==> src/core/ring_talk_pkg.sv <==
package ring_talk_pkg;

  // bus geometry
  localparam int ADDR_W = 4;
  localparam int DATA_W = 32;

  // register byte offsets
  localparam logic [ADDR_W-1:0] OFF_CMD    = 4'h0;
  localparam logic [ADDR_W-1:0] OFF_CFG    = 4'h4;
  localparam logic [ADDR_W-1:0] OFF_HALF   = 4'h8;
  localparam logic [ADDR_W-1:0] OFF_STATUS = 4'hc;

  // command codes written to the low bits of CMD
  localparam logic [2:0] CMD_RING     = 3'h1;
  localparam logic [2:0] CMD_TALK_MBB = 3'h2;
  localparam logic [2:0] CMD_TALK_BBM = 3'h3;
  localparam logic [2:0] CMD_TALK_SD  = 3'h4;

  // CFG fields
  localparam int CFG_VER_C_BIT = 0;
  localparam int CFG_LATCH_BIT = 1;
  localparam logic [1:0] CFG_RESET = 2'h0;

  // STATUS fields
  localparam int ST_BUSY_BIT  = 0;
  localparam int ST_ERR_BIT   = 1;
  localparam int ST_THERM_BIT = 2;
  localparam int ST_OP_LSB    = 4;

  // half ringing period: 25 ms at 20 Hz ringing, 100 MHz clock
  localparam int  CLK_HZ       = 100_000_000;
  localparam int  RING_HALF_US = 25_000;
  localparam logic [31:0] HALF_RESET = 32'(64'(RING_HALF_US) * 64'(CLK_HZ) / 64'd1_000_000);

  // select pairs {ringing_select, test_select}
  localparam logic [1:0] SEL_RING   = 2'h2;
  localparam logic [1:0] SEL_TALK   = 2'h0;
  localparam logic [1:0] SEL_ALLOFF = 2'h3;

  localparam logic [1:0] RESP_OKAY   = 2'h0;
  localparam logic [1:0] RESP_SLVERR = 2'h2;
  localparam logic [1:0] RESP_DECERR = 2'h3;

  typedef enum logic {st_idle, st_hold} seq_state_e;

endpackage

==> src/core/ring_to_talk_switch_sequencer.sv <==
// Contract
// - make-before-break: ringing pair straight to talk pair
// - input break-before-make applies all-off pair first
// - hold all-off at least half ringing cycle
// - break switches close only after feed opens
// - keep shutdown low at least half cycle
// - set talk pair while shutdown held low
// - shutdown pin driven low or floated only
// - never drive shutdown pin high
// - version C uses shutdown method only; code refuses break-before-make but still runs make-before-break
`timescale 1ns/1ns
module ring_to_talk_switch_sequencer
  import ring_talk_pkg::*;
(
  // clock and reset
  input  wire logic                           aclk,
  input  wire logic                           aresetn,
  // axi4-lite write address
  input  wire logic                           s_axi_awvalid,
  output logic                                s_axi_awready,
  input  wire logic [ring_talk_pkg::ADDR_W-1:0] s_axi_awaddr,
  input  wire logic [2:0]                     s_axi_awprot,
  // axi4-lite write data and response
  input  wire logic                           s_axi_wvalid,
  output logic                                s_axi_wready,
  input  wire logic [ring_talk_pkg::DATA_W-1:0] s_axi_wdata,
  input  wire logic [3:0]                     s_axi_wstrb,
  output logic                                s_axi_bvalid,
  input  wire logic                           s_axi_bready,
  output logic [1:0]                          s_axi_bresp,
  // axi4-lite read
  input  wire logic                           s_axi_arvalid,
  output logic                                s_axi_arready,
  input  wire logic [ring_talk_pkg::ADDR_W-1:0] s_axi_araddr,
  input  wire logic [2:0]                     s_axi_arprot,
  output logic                                s_axi_rvalid,
  input  wire logic                           s_axi_rready,
  output logic [ring_talk_pkg::DATA_W-1:0]    s_axi_rdata,
  output logic [1:0]                          s_axi_rresp,
  // device control pins
  output logic                                ringing_select,
  output logic                                test_select,
  output logic                                latch_enable,
  input  wire logic                           shutdown_override_pin_i,
  output logic                                shutdown_override_pin_o,
  output logic                                shutdown_override_pin_oe_n
);
  import ring_talk_pkg::*;

  logic              awready_reg, awready_next;
  logic              wready_reg, wready_next;
  logic              bvalid_reg, bvalid_next;
  logic [1:0]        bresp_reg, bresp_next;
  logic              arready_reg, arready_next;
  logic              rvalid_reg, rvalid_next;
  logic [1:0]        rresp_reg, rresp_next;
  logic [DATA_W-1:0] rdata_reg, rdata_next;
  logic              aw_ok_reg, aw_ok_next;
  logic              w_ok_reg, w_ok_next;
  logic [ADDR_W-1:0] awaddr_reg, awaddr_next;
  logic [DATA_W-1:0] wdata_reg, wdata_next;
  logic [3:0]        wstrb_reg, wstrb_next;

  logic [1:0]        cfg_reg, cfg_next;
  logic [31:0]       half_reg, half_next;
  logic              err_reg, err_next;
  logic              therm_reg, therm_next;

  seq_state_e        state_reg, state_next;
  logic [2:0]        op_reg, op_next;
  logic [31:0]       count_reg, count_next;
  logic [1:0]        sel_reg, sel_next;
  logic              latch_reg, latch_next;
  logic              sd_oe_n_reg, sd_oe_n_next;

  logic              cmd_go;
  logic [2:0]        cmd_code;
  logic              cmd_bad;
  logic [31:0]       half_wr;

  always_comb begin
    awready_next = awready_reg;
    wready_next  = wready_reg;
    bvalid_next  = bvalid_reg;
    bresp_next   = bresp_reg;
    arready_next = arready_reg;
    rvalid_next  = rvalid_reg;
    rresp_next   = rresp_reg;
    rdata_next   = rdata_reg;
    aw_ok_next   = aw_ok_reg;
    w_ok_next    = w_ok_reg;
    awaddr_next  = awaddr_reg;
    wdata_next   = wdata_reg;
    wstrb_next   = wstrb_reg;
    cfg_next     = cfg_reg;
    half_next    = half_reg;
    err_next     = err_reg;
    state_next   = state_reg;
    op_next      = op_reg;
    count_next   = count_reg;
    sel_next     = sel_reg;
    latch_next   = latch_reg;
    sd_oe_n_next = sd_oe_n_reg;
    cmd_go       = 1'b0;
    cmd_code     = 3'h0;
    cmd_bad      = 1'b0;
    half_wr      = half_reg;

    // thermal shutdown shows as the pin low while we are floating it
    therm_next = sd_oe_n_reg & ~shutdown_override_pin_i;

    if (s_axi_awvalid && awready_reg) begin
      aw_ok_next  = 1'b1;
      awaddr_next = s_axi_awaddr;
    end
    if (s_axi_wvalid && wready_reg) begin
      w_ok_next  = 1'b1;
      wdata_next = s_axi_wdata;
      wstrb_next = s_axi_wstrb;
    end

    if (aw_ok_reg && w_ok_reg && !bvalid_reg) begin
      aw_ok_next  = 1'b0;
      w_ok_next   = 1'b0;
      bvalid_next = 1'b1;
      bresp_next  = RESP_OKAY;
      case ({awaddr_reg[ADDR_W-1:2], 2'b00})
        OFF_CMD: begin
          cmd_go   = wstrb_reg[0];
          cmd_code = wdata_reg[2:0];
        end
        OFF_CFG: begin
          if (wstrb_reg[0]) begin
            cfg_next = wdata_reg[1:0];
          end
        end
        OFF_HALF: begin
          for (int b = 0; b < 4; b++) begin
            if (wstrb_reg[b]) begin
              half_wr[b*8 +: 8] = wdata_reg[b*8 +: 8];
            end
          end
          // zero is stored as one; with the >= compare both give a one-cycle hold
          half_next = (half_wr == 32'h0) ? 32'h1 : half_wr;
        end
        OFF_STATUS: begin
          if (wstrb_reg[0] && wdata_reg[ST_ERR_BIT]) begin
            err_next = 1'b0;
          end
        end
        default: bresp_next = RESP_DECERR;
      endcase
    end
    if (bvalid_reg && s_axi_bready) begin
      bvalid_next = 1'b0;
    end
    awready_next = !aw_ok_next && !bvalid_next;
    wready_next  = !w_ok_next && !bvalid_next;

    if (s_axi_arvalid && arready_reg) begin
      rvalid_next = 1'b1;
      rresp_next  = RESP_OKAY;
      rdata_next  = '0;
      case ({s_axi_araddr[ADDR_W-1:2], 2'b00})
        OFF_CMD:  rdata_next[2:0] = op_reg;
        OFF_CFG:  rdata_next[1:0] = cfg_reg;
        OFF_HALF: rdata_next      = half_reg;
        OFF_STATUS: begin
          rdata_next[ST_BUSY_BIT]          = (state_reg == st_hold);
          rdata_next[ST_ERR_BIT]           = err_reg;
          rdata_next[ST_THERM_BIT]         = therm_reg;
          rdata_next[ST_OP_LSB +: 3]       = op_reg;
        end
        default: rresp_next = RESP_DECERR;
      endcase
    end else if (rvalid_reg && s_axi_rready) begin
      rvalid_next = 1'b0;
    end
    arready_next = !rvalid_next;

    case (state_reg)
      st_idle: begin
        latch_next = cfg_reg[CFG_LATCH_BIT];
        if (cmd_go) begin
          // latch goes transparent so the new pair reaches the switches
          latch_next = 1'b0;
          count_next = 32'h0;
          op_next    = cmd_code;
          case (cmd_code)
            CMD_RING: begin
              sel_next = SEL_RING;
            end
            CMD_TALK_MBB: begin
              // straight to talk, the device overlaps for under half a cycle
              sel_next   = SEL_TALK;
              state_next = st_hold;
            end
            CMD_TALK_BBM: begin
              if (cfg_reg[CFG_VER_C_BIT]) begin
                cmd_bad = 1'b1;
                op_next = op_reg;
              end else begin
                sel_next   = SEL_ALLOFF;
                state_next = st_hold;
              end
            end
            CMD_TALK_SD: begin
              sd_oe_n_next = 1'b0;
              state_next   = st_hold;
            end
            default: begin
              cmd_bad = 1'b1;
              op_next = op_reg;
            end
          endcase
        end
      end
      st_hold: begin
        latch_next = 1'b0;
        count_next = count_reg + 32'h1;
        if (cmd_go) begin
          cmd_bad = 1'b1;
        end
        if (op_reg == CMD_TALK_SD && count_reg == 32'h0) begin
          sel_next = SEL_TALK;
        end
        if (count_next >= half_reg) begin
          state_next = st_idle;
          if (op_reg == CMD_TALK_BBM) begin
            // feed switch has seen a zero crossing by now
            sel_next = SEL_TALK;
          end
          if (op_reg == CMD_TALK_SD) begin
            sd_oe_n_next = 1'b1;
          end
        end
      end
      default: state_next = st_idle;
    endcase

    // a refusal in the same cycle as a clear still lands
    if (cmd_bad) begin
      err_next = 1'b1;
    end
  end

  always_ff @(posedge aclk) begin
    if (!aresetn) begin
      awready_reg <= 1'b0;
      wready_reg  <= 1'b0;
      bvalid_reg  <= 1'b0;
      bresp_reg   <= RESP_OKAY;
      arready_reg <= 1'b0;
      rvalid_reg  <= 1'b0;
      rresp_reg   <= RESP_OKAY;
      rdata_reg   <= '0;
      aw_ok_reg   <= 1'b0;
      w_ok_reg    <= 1'b0;
      awaddr_reg  <= '0;
      wdata_reg   <= '0;
      wstrb_reg   <= 4'h0;
      cfg_reg     <= CFG_RESET;
      half_reg    <= HALF_RESET;
      err_reg     <= 1'b0;
      therm_reg   <= 1'b0;
      state_reg   <= st_idle;
      op_reg      <= 3'h0;
      count_reg   <= 32'h0;
      sel_reg     <= SEL_TALK;
      latch_reg   <= 1'b0;
      sd_oe_n_reg <= 1'b1;
    end else begin
      awready_reg <= awready_next;
      wready_reg  <= wready_next;
      bvalid_reg  <= bvalid_next;
      bresp_reg   <= bresp_next;
      arready_reg <= arready_next;
      rvalid_reg  <= rvalid_next;
      rresp_reg   <= rresp_next;
      rdata_reg   <= rdata_next;
      aw_ok_reg   <= aw_ok_next;
      w_ok_reg    <= w_ok_next;
      awaddr_reg  <= awaddr_next;
      wdata_reg   <= wdata_next;
      wstrb_reg   <= wstrb_next;
      cfg_reg     <= cfg_next;
      half_reg    <= half_next;
      err_reg     <= err_next;
      therm_reg   <= therm_next;
      state_reg   <= state_next;
      op_reg      <= op_next;
      count_reg   <= count_next;
      sel_reg     <= sel_next;
      latch_reg   <= latch_next;
      sd_oe_n_reg <= sd_oe_n_next;
    end
  end

  assign s_axi_awready = awready_reg;
  assign s_axi_wready  = wready_reg;
  assign s_axi_bvalid  = bvalid_reg;
  assign s_axi_bresp   = bresp_reg;
  assign s_axi_arready = arready_reg;
  assign s_axi_rvalid  = rvalid_reg;
  assign s_axi_rresp   = rresp_reg;
  assign s_axi_rdata   = rdata_reg;
  assign ringing_select = sel_reg[1];
  assign test_select    = sel_reg[0];
  assign latch_enable   = latch_reg;
  // pin is only ever pulled low or left to the device pull-up
  assign shutdown_override_pin_o    = 1'b0;
  assign shutdown_override_pin_oe_n = sd_oe_n_reg;

endmodule

==> config.mk <==
export PLATFORM = sky130hd
export DESIGN_NAME = ring_to_talk_switch_sequencer
export DESIGN_NICKNAME = d
export VERILOG_FILES = /design/src/core/ring_talk_pkg.sv /design/src/core/ring_to_talk_switch_sequencer.sv
export SDC_FILE = /design/constraint.sdc
export NUM_CORES = 1
export LEC_CHECK = 0
export BUFFER_PORTS_ARGS = -buffer_cell sky130_fd_sc_hd__buf_2
export CAP_MARGIN = 20
export CORE_MARGIN = 1.5
export CORE_UTILIZATION = 58
export DETAILED_ROUTE_END_ITERATION = 10
export PLACE_DENSITY = 0.91
export SYNTH_ARGS = -nofsm -noshare
export SYNTH_HDL_FRONTEND = slang
export SYNTH_SLANG_ARGS = --single-unit
==> constraint.sdc <==
create_clock -name aclk -period 3.7 [get_ports aclk]
set_input_delay 0.185 -clock aclk [delete_from_list [all_inputs] [get_ports aclk]]
set_output_delay 0.185 -clock aclk [all_outputs]
set_load 0.05 [all_outputs]
# == After elaboration in Yosys (flattened, before gate mapping) ==
# Index checks and enable logic that the tools add are counted.
# W data, S select, Z words.
# word_totals
inputBits,58
word_cells,139
regBits,155
# op_classes
reduce_logical,32
magnitude_cmp,1
muxes,62
eq_ne,19
bitwise,3
n_addsub,1
# op_table
cell,count
$mux W8,12
$logic_not A32 Y1,2
$mux W32,2
$pmux W32 S2,1
$add A32 B1 Y32 const B,1
$ge A32 B32 Y1,1
$mux W1,26
$mux W25,1
$pmux W1 S2,6
$pmux W3 S2,2
$logic_and A1 B1 Y1,11
$mux W2,5
$eq A3 B2 Y1 const B,3
$mux W3,3
$reduce_and A3 Y1,3
$eq A2 B2 Y1 const B,4
$pmux W2 S4,1
$reduce_and A4 Y1,2
$reduce_bool A2 Y1,4
$eq A3 B3 Y1 const B,2
$ne A2 B1 Y1 const B,3
$pmux W2 S3,1
$logic_not A1 Y1,5
$eq A2 B1 Y1 const B,2
other kinds (12),15

# == Depth between registers and ports, before layout ==
# Gate-level depths: netlist (run 1).
# logic_depth
depth_word,10
depth_mapped,15
ltp_nobuf,13

# == Least setup slack after synthesis (run 1) ==
# OpenSTA, ideal clock, no wires.
# synth_timing
path_type,reg2reg
start,register count_reg[0]
end,register sel_reg[0]
arrival_ns,3.009
path_buffers,1
synth_period_minus_slack_ns,3.123
t_required_ns,3.586
stages_incl_launch_ff,15
path_slack_ns,0.577
cell_sequence,dfxtp_1 ha_1 and3_1 buf_4 nand4_4 nor4_4 nand3_1 xnor2_1 ha_1 nand4_1 nor4_1 nand2_1 a311oi_1 a211oi_1 a21o_1
# synth_via
elab_chain_len,6
# synth_rtl
element,line_no,text
start: declaration,ring_to_talk_switch_sequencer.sv:71,"logic [31:0] count_reg, count_next;"
start signal: assignment,ring_to_talk_switch_sequencer.sv:292,count_reg <= count_next;
branches (longest 4 deep; another with $add A32 B1 Y32),n/a,
$mux W2 (*),ring_to_talk_switch_sequencer.sv:227,if (count_next >= half_reg) begin
$pmux W2 S2 (*),ring_to_talk_switch_sequencer.sv:181,case (state_reg)
end signal: assignment,ring_to_talk_switch_sequencer.sv:293,sel_reg <= sel_next;
end: declaration,ring_to_talk_switch_sequencer.sv:72,"logic [1:0] sel_reg, sel_next;"
# Every way passes the cells marked *.
# A chain may end at the register's enable or synchronous reset.

# == Worst setup path after layout (run 1) ==
# Same ends and word-level chain as after synthesis.

==> results_dict.tcl, run 1 <==
set metrics [dict create \
    reg2reg_depth 13 \
    synth_simple_gate_area_frac 0.248 \
    cp_cell_sequence "ha_1 > and3_1 > nand4_4 > nor4_4 > nand3_1 > xnor2_1 > ha_1 > nand4_1 > nor4_1 > nand2_1 > a311oi_1 > a211oi_2 > a21o_1" \
    cp_common_cell "ha_1" \
    setup_viol 0 \
    synth_mux_area_frac 0.0607 \
    cts_inserted_buffers 17 \
    post-cts-setup-buffer-count 0 \
    worstSetupEndpointType "flip-flop" \
    rows 42 \
    hold_class "in2reg" \
    syn2layout_area_growth_pct 14.4 \
    drcViolationCount 0 \
    synthXorXnorAreaFrac 0.0345 \
    grt_remaining_overflow 0 \
    cts_tree "built" \
    hold_viol 0 \
    start_util 0.594 \
    nNetsFinal 1069 \
    synth_top_family_by_area "simple AND/OR/NAND/NOR gates" \
    tightest_slew_ns 1.04 \
    slew_headroom 0.309 \
    dp_hpwl_mm 13.6 \
    skew_ns 0.00858 \
    synth_edf_count 0 \
    cp.buffers_inverters 0 \
    ioPinCount 104 \
    hold_depth 3 \
    peakVddDrop_mv 0.454 \
    powerDensity_nw_per_um2 402 \
    hold_path.startpoint "s_axi_wdata[14]" \
    grt_usage 0.284 \
    synth_cells 913 \
    vias 6951 \
    slowest_stage "dfxtp_1" \
    grt_pass1_wl_mm 32.5 \
    status "finished, final reports clean" \
    rsz0062_at_grt "false" \
    final_cell_mix "dfxtp_1 (153), nand2_1 (141), buf_2 (88), nor2b_1 (65), a21boi_0 (48)" \
    syn-cell-area_um2 7840 \
    die_w_um 119 \
    drt-initial-drc-count 530 \
    htreeDepth 4 \
    drive_gt1_frac 0.152 \
    die-area_um2 14200 \
    critPathLaunchType "flip-flop" \
    root_buffer "clkbuf_16" \
    finalSetupTns_ns 0 \
    postPlaceCellArea_um2 8360 \
    p_leak_nw 3.78 \
    synthAdderAreaFrac 0.0543 \
    fp.dieH_um 119 \
    max_cap_violations 0 \
    post-route-period-util 0.932 \
    grt_max_degree 131 \
    yosysSeqAreaShare 0.391 \
    antenna_found_initial 0 \
    fin_crit_ns 3.45 \
    first_pass_iters 5 \
    cp_top_family "simple AND/OR/NAND/NOR gates" \
    grt_pass1_vias 6696 \
    cp_slowest_stage_delay_ns 0.41 \
    arrival_ns 3.76 \
    reg2reg_slack_ns 0.25 \
    critPathMaxFanout 8 \
    yosys_warnings 0 \
    r2r-start "count_reg[0]" \
    syn_avg_cell_area_um2 8.58 \
    path_class "reg2reg" \
    core_area_um2 13200 \
    hold_path_end "wdata_reg[14]" \
    ys_ff_latch 153 \
    ant_nets 0 \
    fmax_mhz 290 \
    async_reset_ff_frac 0 \
    diodes 0 \
    ys.flop_type "dfxtp_1" \
    maxSlewViolCount 0 \
    routed_wl_mm 20.0 \
    gp_congestion 0.924 \
    final_common_cell "dfxtp_1" \
    cts.sinks 153 \
    final_area_um2 8970 \
    synth-compound-area-share 0.160 \
    drt-wirelength-per-cell_um 17.1 \
    timing.rr.end "sel_reg[0]" \
    clk_latency_ns 0.42 \
    cp.required_ns 4.01 \
    portBuffers 88 \
    clockBufferDepth 2 \
    ys_types 60 \
    clk_pin_slew_ns 0.07 \
    via_per_inst 5.96 \
]
==> routing by layer <==
metal  vias up  share of wire  wire [µm]  track usage
met1      3329           0.40       8050        0.340
li1       3302              -          -            -
met4         0          0.029        578        0.119
met2       268           0.50       9930        0.487
met3        52          0.070       1400       0.0699
met5         -              0          0            0
==> cells by family after synthesis <==
family | count (synthesis)
flops | 153
other cells | 1
simple gates | 362
buf+inv | 99
compound gates | 189
mux | 45
fa+ha+maj | 34
xor+xnor | 30
==> cells in the mapped netlist (all sizes together) (2+ instances only) <==
cell type	instances	area share
dfxtp	153	0.39
nor3	12	0.0083
a21oi	34	0.022
nor4b	2	0.0022
a22oi	30	0.029
clkbuf	41	0.020
xor2	10	0.011
inv	41	0.020
a211oi	3	0.0029
nor4	25	0.024
xnor2	20	0.023
or3	4	0.0032
nand2	141	0.068
or2	2	0.0016
or4	3	0.0029
mux2i	43	0.055
buf	17	0.012
o21ai	37	0.024
a21boi	48	0.046
and3	11	0.0089
nand2b	6	0.0048
a21o	8	0.0077
a22o	2	0.0022
nand3	18	0.014
o31ai	10	0.0096
and2	15	0.012
nand3b	4	0.0038
a221oi	2	0.0022
nor2	27	0.013
ha	34	0.054
mux4	2	0.0057
nand4	15	0.017
a31oi	6	0.0048
nor2b	65	0.052
nor3b	9	0.0086
==> final cells by class <==
cell class | instances | area (µm²)
clock buffer | 21 | 460
clock inverter | 11 | 111
fill | 945 | 4220
inverter | 41 | 154
multi-input combinational | 665 | 4410
sequential | 153 | 3060
tap | 176 | 220
timing repair buffer | 99 | 546
==> worst min-delay path: stages <==
cell	delay [ns]
buf_2	0.09
nand2_1	0.04
a21boi_0	0.06
==> stage by stage <==
| step | cells | power, mW | hold slack [ns] | worst slack, ns | utilization |
|---|---|---|---|---|---|
| 6_report | 1166 | 3.60 | 0.0103 | 0.251 | 0.680 |
| 5_1_grt | 1166 | 3.71 | 0.0130 | 0.0205 | 0.680 |
| 4_1_cts | 1166 | 3.60 | 0.0109 | 0.204 | 0.678 |
| 3_5_place_dp | 1133 | 1.95 | 0.360 | 0.224 | 0.634 |
| 3_3_place_gp | 1132 | 1.94 | 0.345 | 0.368 | 0.632 |
| 2_1_floorplan | 917 | 1.88 | 0.257 | 0.577 | - |
==> power by group <==
part	leakage [nW]	switching (mW)	total (mW)	internal, mW
Sequential	1.24	0.0311	1.71	1.68
Clock	0.275	0.713	1.69	0.972
Combinational	2.26	0.131	0.210	0.0790
==> worst max path at each step <==
stage | depth (start not counted) | slack (ns) | end | start
finish | 13 | 0.25 | sel_reg[0] | count_reg[0]
floorplan | 14 | 0.58 | sel_reg[0] | count_reg[0]
detailed placement | 13 | 0.22 | sel_reg[0] | count_reg[0]
CTS | 13 | 0.20 | sel_reg[0] | count_reg[0]
global route | 13 | 0.02 | sel_reg[0] | count_reg[0]
global placement | 13 | 0.37 | sel_reg[0] | count_reg[0]
==> what timing repair did <==
| action | in CTS | in global routing |
|---|---|---|
| endpoints found under the hold margin | 1 | 0 |
| hold buffers | 1 | 0 |
| gates resized for setup | 0 | 4 |
| endpoints found under the setup margin | 0 | 2 |
Note: power is estimated with default switching activity, not from simulation.
==> run 2: changes to the inputs <==
--- a/config.mk
+++ b/config.mk
@@ -7,8 +7,10 @@
 export LEC_CHECK = 0
 export BUFFER_PORTS_ARGS = -buffer_cell sky130_fd_sc_hd__buf_2
 export CAP_MARGIN = 20
+export CELL_PAD_IN_SITES_DETAIL_PLACEMENT = 0
+export CELL_PAD_IN_SITES_GLOBAL_PLACEMENT = 1
 export CORE_MARGIN = 1.5
-export CORE_UTILIZATION = 58
+export CORE_UTILIZATION = 44
 export DETAILED_ROUTE_END_ITERATION = 10
 export PLACE_DENSITY = 0.91
 export SYNTH_ARGS = -nofsm -noshare
==> results_dict.tcl, run 2 (synthesis results as in run 1) <==
set metrics [dict create \
    slew_headroom 0.311 \
    skew_ns 0.00607 \
    arrival_ns 3.75 \
    path_class "reg2reg" \
    antenna_found_initial 0 \
    place_ws_ns 0.245 \
    hold_viol 0 \
    gp_congestion 0.888 \
    cts.sinks 153 \
    diodes 0 \
    syn2layout_area_growth_pct 16.5 \
    grt_max_degree 72 \
    drive_gt1_frac 0.155 \
    clkPwrFrac 0.471 \
    ioPinCount 104 \
    comb_power_share 0.058 \
    drt-wirelength-per-cell_um 15.5 \
    fin_ws_ns 0.267 \
    rows 48 \
    dp_hpwl_mm 13.5 \
    final_common_cell "dfxtp_1" \
    fmax_mhz 291 \
    clk_pin_slew_ns 0.06 \
    grt_usage 0.212 \
    nNetsFinal 1079 \
    seqPwrFrac 0.470 \
    cts_tree "built" \
    worstSetupEndpointType "flip-flop" \
    p_int_mw 2.79 \
    clockBufferDepth 2 \
    fin_crit_ns 3.43 \
    clk_latency_ns 0.42 \
    via_per_inst 5.40 \
    switching_share 0.232 \
    ant_nets 0 \
    die_w_um 136 \
    setup_viol 0 \
    p_total_mw 3.63 \
    max_cap_violations 0 \
    drcViolationCount 0 \
    peakVddDrop_mv 0.392 \
    grt_pass1_wl_mm 30.8 \
    final_area_um2 9130 \
    routed_wl_mm 19.0 \
    fp.dieH_um 136 \
    final_util 0.526 \
    post-route-period-util 0.928 \
    first_pass_iters 5 \
    start_util 0.451 \
    layoutNonFillerInstCount 1225 \
    critPathMaxFanout 5 \
    p_switching_mw 0.844 \
    p_leak_nw 3.80 \
    maxSlewViolCount 0 \
    hold_class "in2reg" \
    rsz0062_at_grt "false" \
    htreeDepth 4 \
    finalSetupTns_ns 0 \
    final_cell_mix "dfxtp_1 (152), nand2_1 (141), buf_2 (87), nor2b_1 (65), a21boi_0 (48)" \
    drt-initial-drc-count 313 \
    vias 6615 \
    cp.required_ns 4.02 \
    postPlaceCellArea_um2 8450 \
    critPathLaunchType "flip-flop" \
    powerDensity_nw_per_um2 398 \
    grt_remaining_overflow 0 \
    root_buffer "clkbuf_16" \
    hold_slack_ns 0.0124 \
    dp.cells 1185 \
    cts_inserted_buffers 17 \
    status "finished, final reports clean" \
    portBuffers 88 \
    core_area_um2 17400 \
    grt_pass1_vias 6143 \
    tightest_slew_ns 1.03 \
    die-area_um2 18600 \
]
==> run 2: cell types whose count changed in the layout (fill, tap and decap cells not counted) <==
cell           previous run  this run
buf_4                     9        15
dlygate4sd3_1             1         6
inv_6                     4         0
clkinvlp_4                2         5
buf_2                    88        87
bufinv_16                 1         2
clkbuf_1                  2         3
clkinv_4                  3         2
dfxtp_1                 153       152
dfxtp_2                   0         1
nor3_2                    0         1
nor3_4                    1         0
==> run 2: final timing paths <==
check                   from  cells after the start  slack (ns)              to
min reg2reg   s_axi_rdata[0]                      2        0.47  s_axi_rdata[0]
max             count_reg[0]                     12        0.27      sel_reg[0]
min          s_axi_wdata[23]                      3        0.01   wdata_reg[23]
max reg2reg     count_reg[0]                     12        0.27      sel_reg[0]
==> run 2: worst max-delay path, cell delays in order, from the launching register on <==
cell and delay [ns]:
dfxtp_1 0.41, ha_1 0.26, and3_1 0.25, nand4_4 0.17, buf_4 0.21, or2_2 0.35
xnor2_1 0.15, ha_1 0.30, nand4_1 0.16, or3_1 0.42, a311oi_1 0.34, a211oi_2 0.11
a21o_1 0.20
==> run 2: power groups by stage <==
stage / combinational [mW] / sequential [mW] / clock (mW)
floorplan: 0.127 / 1.76 / 0
finish: 0.212 / 1.71 / 1.71
global route: 0.232 / 1.71 / 1.82
CTS: 0.213 / 1.71 / 1.74
detailed placement: 0.208 / 1.74 / 0
global placement: 0.203 / 1.74 / 0
==> run 2: per-layer routing <==
metal	global-route usage	part of all wire	vias to the layer above
met5	0	0	-
met4	0.0798	0.020	0
met3	0.0451	0.048	29
met2	0.338	0.46	157
met1	0.282	0.47	3103
li1	-	-	3326
==> run 2: repair_timing <==
action                                  in CTS  in global routing
gates resized for setup                      0                  4
endpoints found under the setup margin       0                  3
buffers inserted                             0                  2
hold endpoints to repair                     6                  0
hold buffers                                 6                  0
==> run 2: layout make-up <==
type | count | area [µm²]
multi-input combinational | 665 | 4410
tap | 225 | 282
sequential | 153 | 3060
timing repair buffer | 109 | 636
inverter | 41 | 154
clock buffer | 22 | 464
fill | 1614 | 8230
clock inverter | 10 | 120
